`src/rtl/agf_cfg.svh`:
```
/*
 * Constants for the address-generator alternate-set and fault block:
 * mode bit positions, vector levels, reset values, latency counts.
 * Assumes inclusion by bare name from rtl/ files.
 */
`ifndef AGF_CFG_SVH
`define AGF_CFG_SVH

// ----------------------------------------
// mode bit positions in the 9-bit mode word
// ----------------------------------------
`define AGF_MB_ALT_G1LO 0
`define AGF_MB_ALT_G1HI 1
`define AGF_MB_ALT_G2LO 2
`define AGF_MB_ALT_G2HI 3
`define AGF_MB_CBUF 4
`define AGF_MB_BR1 5
`define AGF_MB_BR2 6
`define AGF_MB_BC1 7
`define AGF_MB_BC2 8
`define AGF_MODE_W 9
`define AGF_MODE_RST 9'h000

// ----------------------------------------
// vector levels
// ----------------------------------------
`define AGF_LVL_CB7 5'h05
`define AGF_LVL_CB15 5'h15
`define AGF_LVL_IIC 5'h06
`define AGF_LVL_ILAD 5'h08

// ----------------------------------------
// timing
// ----------------------------------------
`define AGF_ALT_LAT 1

`endif

```
`src/rtl/agf_pkg.sv`:
```
/*
 * Types shared by the address-generator fault block.
 * Assumes agf_cfg.svh is on the include path.
 */
`default_nettype none
package agf_pkg;

   typedef enum logic [1:0] {
      AGF_SP_LONG = 2'b00,
      AGF_SP_NORM = 2'b01,
      AGF_SP_SHORT = 2'b10,
      AGF_SP_BYTE = 2'b11
   } agf_space_t;

   typedef enum logic [1:0] {
      AGF_SZ_BYTE = 2'b00,
      AGF_SZ_SHORT = 2'b01,
      AGF_SZ_NORM = 2'b10,
      AGF_SZ_LONG = 2'b11
   } agf_size_t;

   typedef enum logic [1:0] {
      AGF_OP_MEM = 2'b00,
      AGF_OP_MOD = 2'b01,
      AGF_OP_B2W = 2'b10,
      AGF_OP_W2B = 2'b11
   } agf_op_t;

   // one address-generator request from the sequencer
   typedef struct packed {
      logic valid;
      agf_op_t op;
      agf_size_t size;
      agf_space_t space;
      logic b2wEquiv;
      logic exclusive;
      logic external;
      logic mmrHit;
      logic [31:0] addr;
      logic [3:0] index;
      logic [31:0] newIndex;
      logic multiWord;
   } agf_req_t;

   // index-register update for wrap detection
   typedef struct packed {
      logic valid;
      logic circ;
      logic [3:0] index;
      logic [31:0] oldVal;
      logic [31:0] newVal;
      logic [31:0] base;
      logic [31:0] length;
      logic wrapped;
   } agf_iupd_t;

endpackage
`default_nettype wire

```
`src/rtl/agf_align_chk.sv`:
```
/*
 * Alignment checker: decides the legal boundary of an access and
 * produces the force-aligned address.
 * Assumes byte addressing and combinational use by the main block.
 */
`include "agf_cfg.svh"
`default_nettype none
module agf_align_chk
   import agf_pkg::*;
(
   input wire agf_size_t size,
   input wire logic paired,
   input wire logic exclusive,
   input wire logic external,
   input wire logic wideMode,
   input wire logic [31:0] addr,
   output logic misaligned,
   output logic rowSpan,
   output logic [31:0] alignedAddr
);

   logic [2:0] lowMask;

   // ----------------------------------------
   // required boundary per size and mode
   // ----------------------------------------
   always_comb begin
      lowMask = 3'h0;
      if (exclusive) begin
         case (size)  // [RULE_17]
            AGF_SZ_BYTE: lowMask = paired ? 3'h1 : 3'h0;
            AGF_SZ_SHORT: lowMask = paired ? 3'h3 : 3'h1;
            AGF_SZ_NORM: lowMask = paired ? 3'h7 : 3'h3;
            default: lowMask = 3'h0;
         endcase
      end else begin
         case (size)  // [RULE_16]
            AGF_SZ_BYTE: lowMask = 3'h0;
            AGF_SZ_SHORT: lowMask = (external && wideMode) ? 3'h1 : 3'h0;
            AGF_SZ_NORM: lowMask = (paired || (external && wideMode)) ? 3'h3 : 3'h0;
            default: lowMask = 3'h7;
         endcase
      end
   end

   assign misaligned = |(addr[2:0] & lowMask);
   assign rowSpan = (size == AGF_SZ_LONG) && (addr[2:0] != 3'h0);
   // round down to the nearest legal boundary
   assign alignedAddr = {addr[31:3], addr[2:0] & ~lowMask};  // [RULE_15]

endmodule
`default_nettype wire

```
`src/rtl/agf_fault_unit.sv`:
```
/*
 * Address-generator alternate-set control, mode masking on interrupt
 * entry, circular-buffer wrap events and access fault detection.
 * Assumes the sequencer presents requests on clk_sys and the register
 * banks use the select outputs; no bus, all controls are ports.
 */
`include "agf_cfg.svh"
`default_nettype none
// Function
// RULE_01 - alternate bank untouched while not selected
// RULE_02 - new bank selection active one cycle later
// RULE_03 - four select bits, one per half
// RULE_04 - masked mode bits forced on interrupt entry
// RULE_05 - mask covers selects, circ, bitrev, broadcast
// RULE_06 - index 7 wrap level 5, 15 level 21
// RULE_07 - zero length: fire every change past base
// RULE_08 - multiword access completes before wrap acts
// RULE_09 - software picks base/length avoiding wraps
// RULE_10 - illegal address space events at level 8
// RULE_11 - normal-word access never address-faults
// RULE_12 - normal modify in normal space acts byte
// RULE_13 - mapped-register access raises level 6
// RULE_14 - row-spanning 64-bit access sets sticky
// RULE_15 - misaligned access faults, force-aligned down
// RULE_16 - plain alignment by size and mode
// RULE_17 - exclusive alignment by size and mode
// RULE_18 - paired conditional explicit/implicit gating
// RULE_19 - wrap sets sticky overflow flag
// RULE_20 - circ off: plain post-modify, base loads index
module agf_fault_unit
   import agf_pkg::*;
(
   input wire logic clk_sys,
   input wire logic srst,
   // mode register write from the sequencer
   input wire logic modeWrEn,
   input wire logic [`AGF_MODE_W-1:0] modeWrData,
   input wire logic [`AGF_MODE_W-1:0] isrModeMask,
   input wire logic [`AGF_MODE_W-1:0] isrModeValue,
   input wire logic isrEntry,
   input wire logic paired_element_enable,
   input wire logic illegal_mmr_access_enable,
   input wire logic unaligned_access_monitor_enable,
   input wire logic extended_width_mode,
   input wire logic iicUnmasked,
   input wire logic condExplicit,
   input wire logic condImplicit,
   input wire logic stickyClear,
   input wire agf_req_t req,
   input wire agf_iupd_t iupd,
   output logic [`AGF_MODE_W-1:0] modeOut,
   output logic [3:0] altSelActive,
   output logic [3:0] altWriteEn,
   output logic [3:0] priWriteEn,
   output logic circActive,
   output logic baseLoadsIndex,
   output logic [31:0] accessAddr,
   output logic explicitXfer,
   output logic implicitXfer,
   output logic wrap_irq_index7,
   output logic wrap_irq_index15,
   output logic illegal_input_condition_irq,
   output logic illegal_address_space_irq,
   output logic [4:0] irqLevel,
   output logic [3:0] sticky_status_reg
);

   logic [`AGF_MODE_W-1:0] mode_ff, nxt_mode;
   logic [3:0] altSel_ff, nxt_altSel;
   logic [3:0] sticky_ff, nxt_sticky;
   logic cb7_ff, nxt_cb7, cb15_ff, nxt_cb15;
   logic iic_ff, nxt_iic, ilad_ff, nxt_ilad;
   logic [4:0] lvl_ff, nxt_lvl;
   logic [31:0] addr_ff, nxt_addr;
   logic expl_ff, nxt_expl, impl_ff, nxt_impl;
   logic pendCb7_ff, nxt_pendCb7, pendCb15_ff, nxt_pendCb15;
   logic misaligned, rowSpan;
   logic [31:0] alignedAddr;
   logic ilad, mmrFault, alnFault, wrapEvt, crossBase;
   logic memReq;

   // ----------------------------------------
   // alignment
   // ----------------------------------------
   agf_align_chk u_align (
      .size(req.size),
      .paired(paired_element_enable),
      .exclusive(req.exclusive),
      .external(req.external),
      .wideMode(extended_width_mode),
      .addr(req.addr),
      .misaligned(misaligned),
      .rowSpan(rowSpan),
      .alignedAddr(alignedAddr)
   );

   // ----------------------------------------
   // mode register
   // ----------------------------------------
   always_comb begin
      nxt_mode = mode_ff;
      if (modeWrEn) begin
         nxt_mode = modeWrData;
      end
      if (isrEntry) begin
         // only masked bits are forced, the rest keep their value or take a same-cycle mode write
         nxt_mode = (nxt_mode & ~isrModeMask) | (isrModeValue & isrModeMask);  // [RULE_04] [RULE_05]
      end
      // the selects take effect from the stored mode, hence one cycle late
      nxt_altSel = mode_ff[`AGF_MB_ALT_G2HI:`AGF_MB_ALT_G1LO];  // [RULE_02] [RULE_03]
   end

   always_ff @(posedge clk_sys) begin
      if (srst) begin
         mode_ff <= `AGF_MODE_RST;
         altSel_ff <= 4'h0;
      end else begin
         mode_ff <= nxt_mode;
         altSel_ff <= nxt_altSel;
      end
   end

   assign modeOut = mode_ff;
   assign altSelActive = altSel_ff;
   // a half's write strobe reaches only the bank that is selected
   assign altWriteEn = altSel_ff;  // [RULE_01]
   assign priWriteEn = ~altSel_ff;  // [RULE_01]
   assign circActive = mode_ff[`AGF_MB_CBUF];  // [RULE_20]
   assign baseLoadsIndex = 1'b1;  // [RULE_20]

   // ----------------------------------------
   // illegal address space decode
   // ----------------------------------------
   always_comb begin
      ilad = 1'b0;
      case (req.op)
         AGF_OP_MEM: begin
            case (req.size)
               AGF_SZ_BYTE, AGF_SZ_SHORT: ilad = (req.space != AGF_SP_BYTE);  // [RULE_10]
               AGF_SZ_LONG: ilad = (req.space == AGF_SP_SHORT);  // [RULE_10]
               default: ilad = 1'b0;  // [RULE_11]
            endcase
         end
         AGF_OP_MOD: begin
            case (req.size)
               AGF_SZ_SHORT: ilad = (req.space != AGF_SP_BYTE);  // [RULE_10]
               // normal modify in normal space behaves as a byte modify
               AGF_SZ_NORM: ilad = (req.space == AGF_SP_LONG) ||
                                   (req.space == AGF_SP_SHORT);  // [RULE_10] [RULE_12]
               default: ilad = 1'b0;
            endcase
         end
         AGF_OP_B2W: ilad = (req.space == AGF_SP_LONG) || (req.space == AGF_SP_SHORT) ||
                            ((req.space == AGF_SP_BYTE) && !req.b2wEquiv);  // [RULE_10]
         AGF_OP_W2B: ilad = (req.space == AGF_SP_LONG) ||
                            (req.space == AGF_SP_SHORT);  // [RULE_10]
         default: ilad = 1'b0;
      endcase
   end

   assign memReq = req.valid && (req.op == AGF_OP_MEM);
   assign mmrFault = memReq && illegal_mmr_access_enable && req.mmrHit;  // [RULE_13]
   assign alnFault = memReq && unaligned_access_monitor_enable && misaligned;  // [RULE_15]

   // ----------------------------------------
   // circular wrap detection on index 7 and 15
   // ----------------------------------------
   // zero length: every change after the index has passed its base
   assign crossBase = (iupd.oldVal < iupd.base) != (iupd.newVal < iupd.base) ||
                      (iupd.newVal >= iupd.base);
   always_comb begin
      wrapEvt = 1'b0;
      if (iupd.valid && iupd.circ && mode_ff[`AGF_MB_CBUF]) begin
         if (iupd.length == 32'h0) begin
            wrapEvt = (iupd.newVal != iupd.oldVal) && crossBase;  // [RULE_07]
         end else begin
            wrapEvt = iupd.wrapped;  // [RULE_19]
         end
      end
   end

   // ----------------------------------------
   // events, sticky status, transfer outputs
   // ----------------------------------------
   always_comb begin
      nxt_pendCb7 = pendCb7_ff;
      nxt_pendCb15 = pendCb15_ff;
      nxt_cb7 = 1'b0;
      nxt_cb15 = 1'b0;
      nxt_sticky = sticky_ff;
      if (stickyClear) begin
         nxt_sticky = 4'h0;
      end
      if (wrapEvt && (iupd.index == 4'h7)) begin
         nxt_pendCb7 = 1'b1;
         nxt_sticky[0] = 1'b1;  // [RULE_19]
      end
      if (wrapEvt && (iupd.index == 4'hF)) begin
         nxt_pendCb15 = 1'b1;
         nxt_sticky[1] = 1'b1;  // [RULE_19]
      end
      // multiword accesses finish before the wrap is acted on
      if (!(req.valid && req.multiWord)) begin  // [RULE_08]
         nxt_cb7 = nxt_pendCb7;  // [RULE_06]
         nxt_cb15 = nxt_pendCb15;  // [RULE_06]
         nxt_pendCb7 = 1'b0;
         nxt_pendCb15 = 1'b0;
      end
      if (memReq && unaligned_access_monitor_enable && (req.size == AGF_SZ_LONG) && rowSpan) begin
         nxt_sticky[2] = 1'b1;  // [RULE_14]
      end
      if (mmrFault) begin
         nxt_sticky[3] = 1'b1;
      end
      nxt_ilad = req.valid && ilad;  // [RULE_10]
      // a misaligned access only interrupts when the level is unmasked; a non-exclusive row-span interrupts as misaligned
      nxt_iic = mmrFault || (alnFault && iicUnmasked);  // [RULE_13] [RULE_14] [RULE_15]
      if (nxt_ilad) begin
         nxt_lvl = `AGF_LVL_ILAD;
      end else if (nxt_iic) begin
         nxt_lvl = `AGF_LVL_IIC;
      end else if (nxt_cb7) begin
         nxt_lvl = `AGF_LVL_CB7;
      end else if (nxt_cb15) begin
         nxt_lvl = `AGF_LVL_CB15;
      end else begin
         nxt_lvl = 5'h00;
      end
      nxt_addr = addr_ff;
      nxt_expl = 1'b0;
      nxt_impl = 1'b0;
      if (memReq) begin
         nxt_addr = unaligned_access_monitor_enable ? alignedAddr : req.addr;  // [RULE_15]
         nxt_expl = paired_element_enable ? condExplicit : 1'b1;  // [RULE_18]
         nxt_impl = paired_element_enable && condImplicit;  // [RULE_18]
      end
   end

   always_ff @(posedge clk_sys) begin
      if (srst) begin
         sticky_ff <= 4'h0;
         cb7_ff <= 1'b0;
         cb15_ff <= 1'b0;
         pendCb7_ff <= 1'b0;
         pendCb15_ff <= 1'b0;
         iic_ff <= 1'b0;
         ilad_ff <= 1'b0;
         lvl_ff <= 5'h00;
         addr_ff <= 32'h0000_0000;
         expl_ff <= 1'b0;
         impl_ff <= 1'b0;
      end else begin
         sticky_ff <= nxt_sticky;
         cb7_ff <= nxt_cb7;
         cb15_ff <= nxt_cb15;
         pendCb7_ff <= nxt_pendCb7;
         pendCb15_ff <= nxt_pendCb15;
         iic_ff <= nxt_iic;
         ilad_ff <= nxt_ilad;
         lvl_ff <= nxt_lvl;
         addr_ff <= nxt_addr;
         expl_ff <= nxt_expl;
         impl_ff <= nxt_impl;
      end
   end

   assign wrap_irq_index7 = cb7_ff;
   assign wrap_irq_index15 = cb15_ff;
   assign illegal_input_condition_irq = iic_ff;
   assign illegal_address_space_irq = ilad_ff;
   assign irqLevel = lvl_ff;
   assign accessAddr = addr_ff;
   assign explicitXfer = expl_ff;
   assign implicitXfer = impl_ff;
   assign sticky_status_reg = sticky_ff;

endmodule
`default_nettype wire

```
`config.mk`:
```
export PLATFORM = sky130hd
export DESIGN_NAME = agf_fault_unit
export DESIGN_NICKNAME = d
export VERILOG_FILES = /design/src/rtl/agf_pkg.sv /design/src/rtl/agf_align_chk.sv /design/src/rtl/agf_fault_unit.sv
export VERILOG_INCLUDE_DIRS = /design/src /design/src/rtl
export SDC_FILE = /design/constraint.sdc
export NUM_CORES = 1
export LEC_CHECK = 0
export BUFFER_PORTS_ARGS = -buffer_cell sky130_fd_sc_hd__buf_2
export CORE_AREA = 2 2 126 128
export DETAILED_ROUTE_END_ITERATION = 10
export DIE_AREA = 0 0 128 130
export HOLD_SLACK_MARGIN = 0.15
export SLEW_MARGIN = 20
export SYNTH_ARGS = -nofsm -noshare
export SYNTH_HDL_FRONTEND = slang
export SYNTH_SLANG_ARGS = --single-unit
```
`constraint.sdc`:
```
create_clock -name clk_sys -period 2.35 [get_ports clk_sys]
set_clock_uncertainty 0.1 [all_clocks]
set_input_delay 0.3525 -clock clk_sys [delete_from_list [all_inputs] [get_ports clk_sys]]
set_output_delay 0.3525 -clock clk_sys [all_outputs]
set_load 0.03 [all_outputs]
```
==> out/results.txt, run 1 <==
Status - complete, no violations
Area contributors post-synth - dfxtp_1 28%, ha_1 19%, nand2_1 8.3%
Synth Instances - 552
WL/cell - 14.1 um
Worst Path Max Fanout - 2
Placed cell area - 6390 um2
Setup_tns - 0 ns
Effective utilization at floorplan - 28.6%
Leading cell type in the layout, fill and taps excluded - buf_2
Setup ws final - 0.0841 ns
Hold depth - 3
Synth area leader - dfxtp_1
Synth Register Bits - 61
Number of global-route vias before repair - 4681
Layout cell share with drive strength beyond 1 - 41.1%
NetSw - 0.977 mW
Met3 Usage GRT - 4.84%
Max transition margin - 63.9%
Clk buf depth - 2
Nature of the critical path startpoint - input port
Number of I/O port buffers - 286
DR pass1 iterations - 4
TritonCTS Buffers - 9
Max FFs per register - 32
Grt met2 use - 31.3%
Initial antenna violation count - 0
Routed wire length - 15300 um
First-pass GRT wire length - 22500 um
1st-iter DRT viols - 161
Synth Warn # - 0
Sequential power share - 31.9%
Final count of pins violating max slew - 0
Post-layout instance area - 6810 um2
Syn Std Cell Area - 4420 um2
Sw frac - 28.6%
PwrDens - 502 nW/um2
Syn_area_per_cell - 8.00 um2
GR met1 Demand/Resource - 20.1%
Combinational power share - 25.4%
Clock Power Share - 42.6%
Worst-path clk slew - 0.06 ns
Period utilisation layout - 96.4%
Gpl congestion - 0.816
Largest stage delay, worst path - 0.42 ns
I/O pin total - 324
WP data arrival - 2.42 ns
Slowest CP cell - a211oi_1
Fin crit period - 2.27 ns
Antenna diodes - 0
Number of flops mapped to enable cells by yosys - 0
Vias/cell - 4.64
Post-route ant nets - 0
Final hold viol count - 0
Syn nets - 874
Overall Global Routing Usage - 17.2%
Global route hottest layer - met2
Share of the synthesized area in the top cell type - 27.7%
Die Wd - 128 um
Synthesis-to-layout area growth - 54.3%
Synth unique cells - 51
Ys async rst share - 0%
Post-DP HPWL - 12900 um
Die height - 130 um
Nets - 1211
Largest net degree at the start of global routing - 50
Commonest cells after routing, fill and taps aside - 286 x buf_2, 98 x nand2_1, 68 x ha_1, 62 x a21oi_1, 61 x dfxtp_1
Row count - 46
WP data required - 2.50 ns
HP Class - input port to flip-flop
H-tree levels - 3
Residual DRC - 0
MaxCap Viol Count - 0
Cells on worst reg2reg path - 3
Top_reg_cell synth - dfxtp_1
Grt ovf - 0
Sequential area share after synthesis - 27.7%
Internal power - 2.44 mW
CTS tree - built
Crit Path Class - input port to flip-flop
Clock Tree Root - clkbuf_16
Die Area - 16600 um2
Max Fclk - 441 MHz
Maximum vdd drop - 0.000383 V
Clk sinks - 61
Final setup vio count - 0
Setup crit end kind - flip-flop
RSZ-0062 raised after global routing - true
Crit path cell chain - buf_2, inv_1, ha_1, a211o_2, a31oi_1, o311a_1, o41ai_2, a311oi_1, a211oi_1, mux2i_1
DR vias - 5037
Lkg Pwr - 3.54 nW
Post-place setup slack - -0.371 ns
Clock latency on the worst-skew pair - 0.33 ns
Slew @ Worst Pin - 0.541 ns
Core area - 15400 um2
## worst max-delay path, delay by kind of cell
kind / cells / cell delay [ns]
AOI/OAI and AO/OA: 6 / 1.43
adders and majority gates: 1 / 0.29
buffers and inverters: 2 / 0.12
muxes: 1 / 0.22
## power groups by stage
stage	Sequential, mW	Clock [mW]	Combinational [mW]
global placement	1.11	0	0.848
detailed placement	1.11	0	0.855
CTS	1.09	1.49	0.868
floorplan	1.18	0	0.366
global route	1.10	1.54	0.972
finish	1.09	1.46	0.869
## kinds of logic (layout without fill, tap and decap cells)
group	count (synthesis)	in the layout	share of synthesized area (%)
AOI/OAI and AO/OA	121	121	17.4
xor gates and xnor gates	32	32	6.35
adders and majority gates	68	68	19.3
buffers and inverters	63	405	5.95
DFF	61	61	27.7
muxes	10	10	2.27
other	1	1	0.0849
and+or+nand+nor	196	196	21.1
## through the flow
step                      hold slack [ns]  power, mW  utilization, %  cells
after floorplan                     0.351       1.55               -    552
after global placement              0.339       1.96            41.4   1062
after detailed placement            0.343       1.97            41.4   1062
after CTS                           0.150       3.45            44.1   1085
after global routing                0.162       3.60            44.2   1086
final                               0.158       3.42            44.2   1086
## synthesized netlist by cell type, drive strengths merged (4+ instances only)
cell    number
ha          68
buf         10
nor4        17
nand2b       5
clkbuf      11
a211o        4
o21ai       15
nor2        22
nand3       12
inv         42
a211oi      14
mux2i       10
nor3         4
nor2b       11
dfxtp       61
xor2        32
o211ai       5
a21oi       62
nand2       98
nand4       13
## layout make-up
class | count | area, um2
Inverter | 42 | 158
Tap cell | 192 | 240
Clock inverter | 6 | 93.8
Fill cell | 1598 | 8610
Clock buffer | 10 | 239
Multi-Input combinational cell | 428 | 2950
Sequential cell | 61 | 1220
Timing Repair Buffer | 347 | 1910
## path summary, 6_finish.rpt
path                  start              to  slack [ns]
max                iupd[35]     irqLevel[4]        0.08
min reg2reg  accessAddr[22]  accessAddr[22]        0.35
min                 req[61]  accessAddr[24]        0.16
max reg2reg      modeOut[4]     irqLevel[4]        0.92
## layer usage
metal / up-vias / routed length (um)
met5: - / 0
met1: 2222 / 6310
met3: 17 / 1130
li1: 2625 / -
met2: 173 / 7600
met4: 0 / 236
## what timing repair did
item | in CTS | in global routing
pin swaps | 0 | 2
gates resized for setup | 1 | 3
setup endpoints to repair | 6 | 9
hold endpoints to repair | 7 | 0
cloned | 0 | 0
buffers inserted | 0 | 1
hold buffers | 7 | 0
(Power assumes the default switching activity.)
==> run 2: changes to the inputs <==
--- a/config.mk
+++ b/config.mk
@@ -6,10 +6,10 @@
 export SDC_FILE = /design/constraint.sdc
 export NUM_CORES = 1
 export LEC_CHECK = 0
-export BUFFER_PORTS_ARGS = -buffer_cell sky130_fd_sc_hd__buf_2
 export CORE_AREA = 2 2 126 128
 export DETAILED_ROUTE_END_ITERATION = 10
 export DIE_AREA = 0 0 128 130
+export DONT_BUFFER_PORTS = 1
 export HOLD_SLACK_MARGIN = 0.15
 export SLEW_MARGIN = 20
 export SYNTH_ARGS = -nofsm -noshare
==> run 2 against run 1 <==
Cell area down 15%. Wire length down 5.5%. Total power down 9.2%. Register-to-register slack worse by 0.27 ns. Via count down 17%. Sequential cell count unchanged. Non-clock buffer count down 259. Maximum frequency up 2.8%. Critical path type unchanged. Sequential share of layout area up 3.2 points. Critical path depth down 1. Clock power down 8%.
==> out/results.txt, run 2 (synthesis results as in run 1) <==
DR vias - 4194 (-17%)
Final hold viol count - 0 (unchanged)
PwrDens - 538 nW/um2 (+7.3%)
Largest net degree at the start of global routing - 58 (+16%)
Routed wire length - 14400 um (-5.5%)
Overall Global Routing Usage - 16.2% (-0.97 points)
Slew @ Worst Pin - 0.581 ns (+0.0394 ns)
H-tree levels - 3 (unchanged)
WL/cell - 17.5 um (+24%)
Clk sinks - 61 (unchanged)
Post-DP HPWL - 11100 um (-14%)
Residual DRC - 0 (unchanged)
Clock Tree Root - clkbuf_16
Post-route ant nets - 0 (unchanged)
Row count - 46 (unchanged)
Max Fclk - 453 MHz (+2.8%)
Period utilisation layout - 93.8% (-2.6 points)
Hold slack - 0.153 ns (-0.00431 ns)
Clk buf depth - 2 (unchanged)
Effective utilization at floorplan - 28.6% (unchanged)
Die Wd - 128 um (unchanged)
Die Area - 16600 um2 (unchanged)
Max transition margin - 61.2% (-2.7 points)
Fillers - 1604 (+0.38%)
Core area - 15400 um2 (unchanged)
TritonCTS Buffers - 9 (unchanged)
Final count of pins violating max slew - 0 (unchanged)
Maximum vdd drop - 0.000561 V (+46%)
HP Class - input port to flip-flop
DR pass1 iterations - 4 (unchanged)
Largest stage delay, worst path - 0.40 ns (-0.02 ns)
WP data arrival - 2.32 ns (-0.10 ns)
Nature of the critical path startpoint - input port
Worst-path clk slew - 0.06 ns (about the same)
Grt ovf - 0 (unchanged)
Synthesis-to-layout area growth - 30.6%
MaxCap Viol Count - 0 (unchanged)
Vias/cell - 5.07 (+9.3%)
Nets - 952 (-21%)
Gpl congestion - 0.826 (+1.2%)
Number of I/O port buffers - 0 (-100%)
Die height - 130 um (unchanged)
Max FFs per register - 32 (unchanged)
Slowest CP cell - a311oi_2
Setup crit end kind - flip-flop
Crit Path Class - input port to flip-flop
Layout cell share with drive strength beyond 1 - 9.29% (-32 points)
Worst Path Max Fanout - 2 (unchanged)
Clock latency on the worst-skew pair - 0.32 ns (about the same)
I/O pin total - 324 (unchanged)
Final setup vio count - 0 (unchanged)
Initial antenna violation count - 0 (unchanged)
RSZ-0062 raised after global routing - false
Setup ws final - 0.145 ns (+0.0607 ns)
Crit path cell chain - inv_1, ha_1, a211o_2, a31oi_1, o311a_1, o41ai_4, a311oi_2, a211oi_2, o31a_1
WP data required - 2.46 ns (-0.04 ns)
1st-iter DRT viols - 123 (-24%)
Antenna diodes - 0 (unchanged)
CTS tree - built
Overall Power - 3.10 mW (-9.2%)
Post-place setup slack - -0.331 ns (+0.0395 ns)
First-pass GRT wire length - 21100 um (-6.0%)
Leading cell type in the layout, fill and taps excluded - nand2_1
Fin crit period - 2.21 ns (-0.0607 ns)
Number of global-route vias before repair - 4172 (-11%)
Status - complete, no violations
Commonest cells after routing, fill and taps aside - 98 x nand2_1, 68 x ha_1, 62 x a21oi_1, 61 x dfxtp_1, 60 x dlygate4sd3_1
Lkg Pwr - 2.47 nW (-30%)
[run 2: layout make-up]
class | instances | area (um2) | area share, %
clock inverters | 7 | 80.1 | 1.39
repair buffers | 88 | 836 | 14.5
well taps | 192 | 240 | 4.16
inverters | 42 | 158 | 2.73
flip-flops and latches | 61 | 1220 | 21.2
clock buffers | 9 | 225 | 3.90
multi-input cells | 428 | 3010 | 52.1
[run 2: layer usage]
| metal | vias to the layer above | track usage [%] | wire [um] |
|---|---|---|---|
| li1 | 2105 | - | - |
| met4 | 0 | 4.52 | 285 |
| met2 | 193 | 28.5 | 7230 |
| met3 | 18 | 5.17 | 1270 |
| met5 | - | 0 | 0 |
| met1 | 1878 | 19.0 | 5650 |
[run 2: worst paths after layout]
kind / depth (start not counted) / slack [ns] / from / end
hold reg to reg: 2 / 0.40 / pendCb15_ff / pendCb15_ff
hold / removal: 2 / 0.15 / paired_element_enable / explicitXfer
setup / recovery: 9 / 0.14 / iupd[35] / irqLevel[0]
setup reg to reg: 3 / 0.65 / modeOut[5] / modeOut[5]
[run 2: repair_timing]
| action | 4_1_cts | 5_1_grt |
|---|---|---|
| hold buffers | 62 | 0 |
| gates resized for setup | 0 | 12 |
| setup buffers | 0 | 0 |
| setup endpoints to repair | 0 | 10 |
| hold endpoints to repair | 58 | 0 |
[run 2: report_power, final]
| group | leakage (nW) | total (mW) | internal [mW] | switching [mW] |
|---|---|---|---|---|
| Sequential | 0.497 | 1.16 | 1.07 | 0.0905 |
| Clock | 0.143 | 1.34 | 0.833 | 0.509 |
| Combinational | 1.83 | 0.601 | 0.292 | 0.309 |
[run 2: per-stage QoR]
stage          std cells  TNS, ns  instance area [um2]  utilization [%]
3_3_place_gp         749    -2.11                 4750             30.8
3_5_place_dp         749    -2.50                 4750             30.8
4_1_cts              827        0                 5700             36.9
5_1_grt              827        0                 5770             37.4
2_1_floorplan        552        0                 4420                -
6_report             827        0                 5770             37.4
[run 2: worst max-delay path, delay by kind of cell]
| kind | cells | cell delay [ns] |
|---|---|---|
| compound gates | 7 | 1.62 |
| buf+inv | 1 | 0.04 |
| fa+ha+maj | 1 | 0.30 |
==> run 3: changes to the inputs <==
--- a/config.mk
+++ b/config.mk
@@ -6,11 +6,12 @@
 export SDC_FILE = /design/constraint.sdc
 export NUM_CORES = 1
 export LEC_CHECK = 0
-export CORE_AREA = 2 2 126 128
+export CORE_AREA = 2 2 128 130
 export DETAILED_ROUTE_END_ITERATION = 10
-export DIE_AREA = 0 0 128 130
+export DIE_AREA = 0 0 130 132
 export DONT_BUFFER_PORTS = 1
 export HOLD_SLACK_MARGIN = 0.15
+export RECOVER_POWER = 50
 export SLEW_MARGIN = 20
 export SYNTH_ARGS = -nofsm -noshare
 export SYNTH_HDL_FRONTEND = slang
==> run 3 against run 2 <==
Setup slack got worse by 0.039 ns. Total power increased by 0.25%. Critical endpoint is now pendCb7_ff. Sequential share of layout area unchanged. Sequential cell count unchanged. Critical path type unchanged. Sequential power about the same. Global-route usage decreased by 0.73 points. Maximum frequency decreased by 1.7%. Via count about the same.
==> out/results.txt, run 3 (synthesis results as in run 1) <==
Status - complete, no violations
Clk buf depth - 2 (unchanged)
Hold depth - 2 (unchanged)
Worst-path clk slew - 0.06 ns (about the same)
Synthesis-to-layout area growth - 30.6% (unchanged)
Final setup vio count - 0 (unchanged)
Layout cell share with drive strength beyond 1 - 8.66% (-0.63 points)
Nature of the critical path startpoint - input port
Slowest CP cell - a211o_2
Gpl congestion - 0.817 (-1.1%)
Hold Path Origin - illegal_mmr_access_enable
Hold EP - sticky_status_reg[3]
Row count - 46 (unchanged)
RSZ-0062 raised after global routing - false
Post-place setup slack - -0.364 ns (-0.0331 ns)
Overall Global Routing Usage - 15.5% (-0.73 points)
Post-route ant nets - 0 (unchanged)
Critical Path Start - iupd[40]
Max Fclk - 446 MHz (-1.7%)
Grt ovf - 0 (unchanged)
H-tree levels - 3 (unchanged)
Max FFs per register - 32 (unchanged)
Die Wd - 130 um (+1.6%)
Leading cell type in the layout, fill and taps excluded - nand2_1
Commonest cells after routing, fill and taps aside - 98 x nand2_1, 68 x ha_1, 62 x a21oi_1, 61 x dfxtp_1, 61 x dlygate4sd3_1
Number of I/O port buffers - 0 (unchanged)
Residual DRC - 0 (unchanged)
Clock latency on the worst-skew pair - 0.32 ns (about the same)
Fin crit period - 2.24 ns (+0.0387 ns)
Initial antenna violation count - 0 (unchanged)
Setup_tns - 0 ns (unchanged)
Final count of pins violating max slew - 0 (unchanged)
Effective utilization at floorplan - 28.1% (-0.52 points)
Max transition margin - 47.0% (-14 points)
Crit Path Class - input port to flip-flop
Overall Power - 3.11 mW (+0.25%)
Post-DP HPWL - 11100 um (-0.56%)
Core area - 15700 um2 (+1.9%)
Maximum vdd drop - 0.000330 V (-41%)
Largest stage delay, worst path - 0.44 ns (+0.04 ns)
Fin cells - 852 (+3.0%)
Placed insts - 773 (+3.2%)
Final hold viol count - 0 (unchanged)
Lkg Pwr - 2.46 nW (-0.45%)
TritonCTS Buffers - 9 (unchanged)
Die Area - 17200 um2 (+3.1%)
WP data required - 2.48 ns (+0.02 ns)
Clock Tree Root - clkbuf_16
Post-CTS Setup Inserts - 0 (unchanged)
DR vias - 4197 (+0.072%)
WL/cell - 16.3 um (-6.4%)
First-pass GRT wire length - 21000 um (-0.52%)
MaxCap Viol Count - 0 (unchanged)
FF-to-FF setup slack - 0.66 ns (about the same)
1st-iter DRT viols - 179 (+46%)
Die height - 132 um (+1.5%)
HP Class - input port to flip-flop
Setup ws final - 0.106 ns (-0.0387 ns)
Cells on worst reg2reg path - 3 (unchanged)
Worst Path Max Fanout - 7 (+5)
Nets - 952 (unchanged)
Hold slack - 0.163 ns (+0.00989 ns)
Worst r2r dst - modeOut[6]
Largest net degree at the start of global routing - 58 (unchanged)
I/O pin total - 324 (unchanged)
Number of global-route vias before repair - 4205 (+0.79%)
Slew @ Worst Pin - 0.795 ns (+0.214 ns)
Reg-to-reg startpoint - modeOut[6]
DR pass1 iterations - 4 (unchanged)
Vias/cell - 4.93 (-2.9%)
Period utilisation layout - 95.5% (+1.6 points)
Crit path cell chain - inv_1, ha_1, nand4_1, o311a_1, o41ai_4, a311oi_2, a211o_2, o41ai_2
WP data arrival - 2.37 ns (+0.05 ns)
Clk sinks - 61 (unchanged)
Routed wire length - 13900 um (-3.6%)
Fillers - 1639 (+2.2%)
CTS tree - built
Setup crit end kind - flip-flop
PwrDens - 539 nW/um2 (+0.25%)
-- run 3: layout make-up --
cell class	instances	area (um2)	area share, %
clock inverter	7	83.8	1.45
tap	216	270	4.69
timing repair buffer	88	830	14.4
antenna	1	2.50	0.0434
multi-input combinational	428	2980	51.6
clock buffer	9	225	3.90
sequential	61	1220	21.2
inverter	42	158	2.73
-- run 3: routing by layer --
layer	wire length, um	global-route usage, %	vias to the layer above
met5	0	0	-
met4	105	2.81	0
met3	933	3.98	11
met2	7100	27.8	173
met1	5780	18.5	1895
li1	-	-	2118
-- run 3: timing repair --
item | CTS | global route
endpoints found under the setup margin | 3 | 9
hold endpoints to repair | 58 | 0
hold buffers | 62 | 0
resized for setup | 1 | 8
-- run 3: worst max path at each step --
stage                       to
4_1_cts            irqLevel[0]
3_5_place_dp   wrap_irq_index7
3_3_place_gp        pendCb7_ff
6_report            pendCb7_ff
2_1_floorplan       pendCb7_ff
5_1_grt             pendCb7_ff
-- run 3: where the power goes --
| group | leakage, nW | switching (mW) | internal [mW] | total [mW] |
|---|---|---|---|---|
| Combinational | 1.81 | 0.307 | 0.287 | 0.593 |
| Sequential | 0.497 | 0.0901 | 1.07 | 1.16 |
| Clock | 0.148 | 0.520 | 0.837 | 1.36 |
| Total | 2.46 | 0.917 | 2.19 | 3.11 |
-- run 3: critical path, delay by kind of cell --
family,cells,cell delay [ns]
and+or+nand+nor,1,0.09
AOI/OAI and AO/OA,5,1.59
adders and majority gates,1,0.31
buffers and inverters,1,0.03
-- run 3: per-stage QoR --
| step | util [%] | cell area, um2 |
|---|---|---|
| after global routing | 36.7 | 5770 |
| after CTS | 36.5 | 5740 |
| after global placement | 30.4 | 4780 |
| final | 36.7 | 5770 |
| after detailed placement | 30.4 | 4780 |
| after floorplan | - | 4420 |
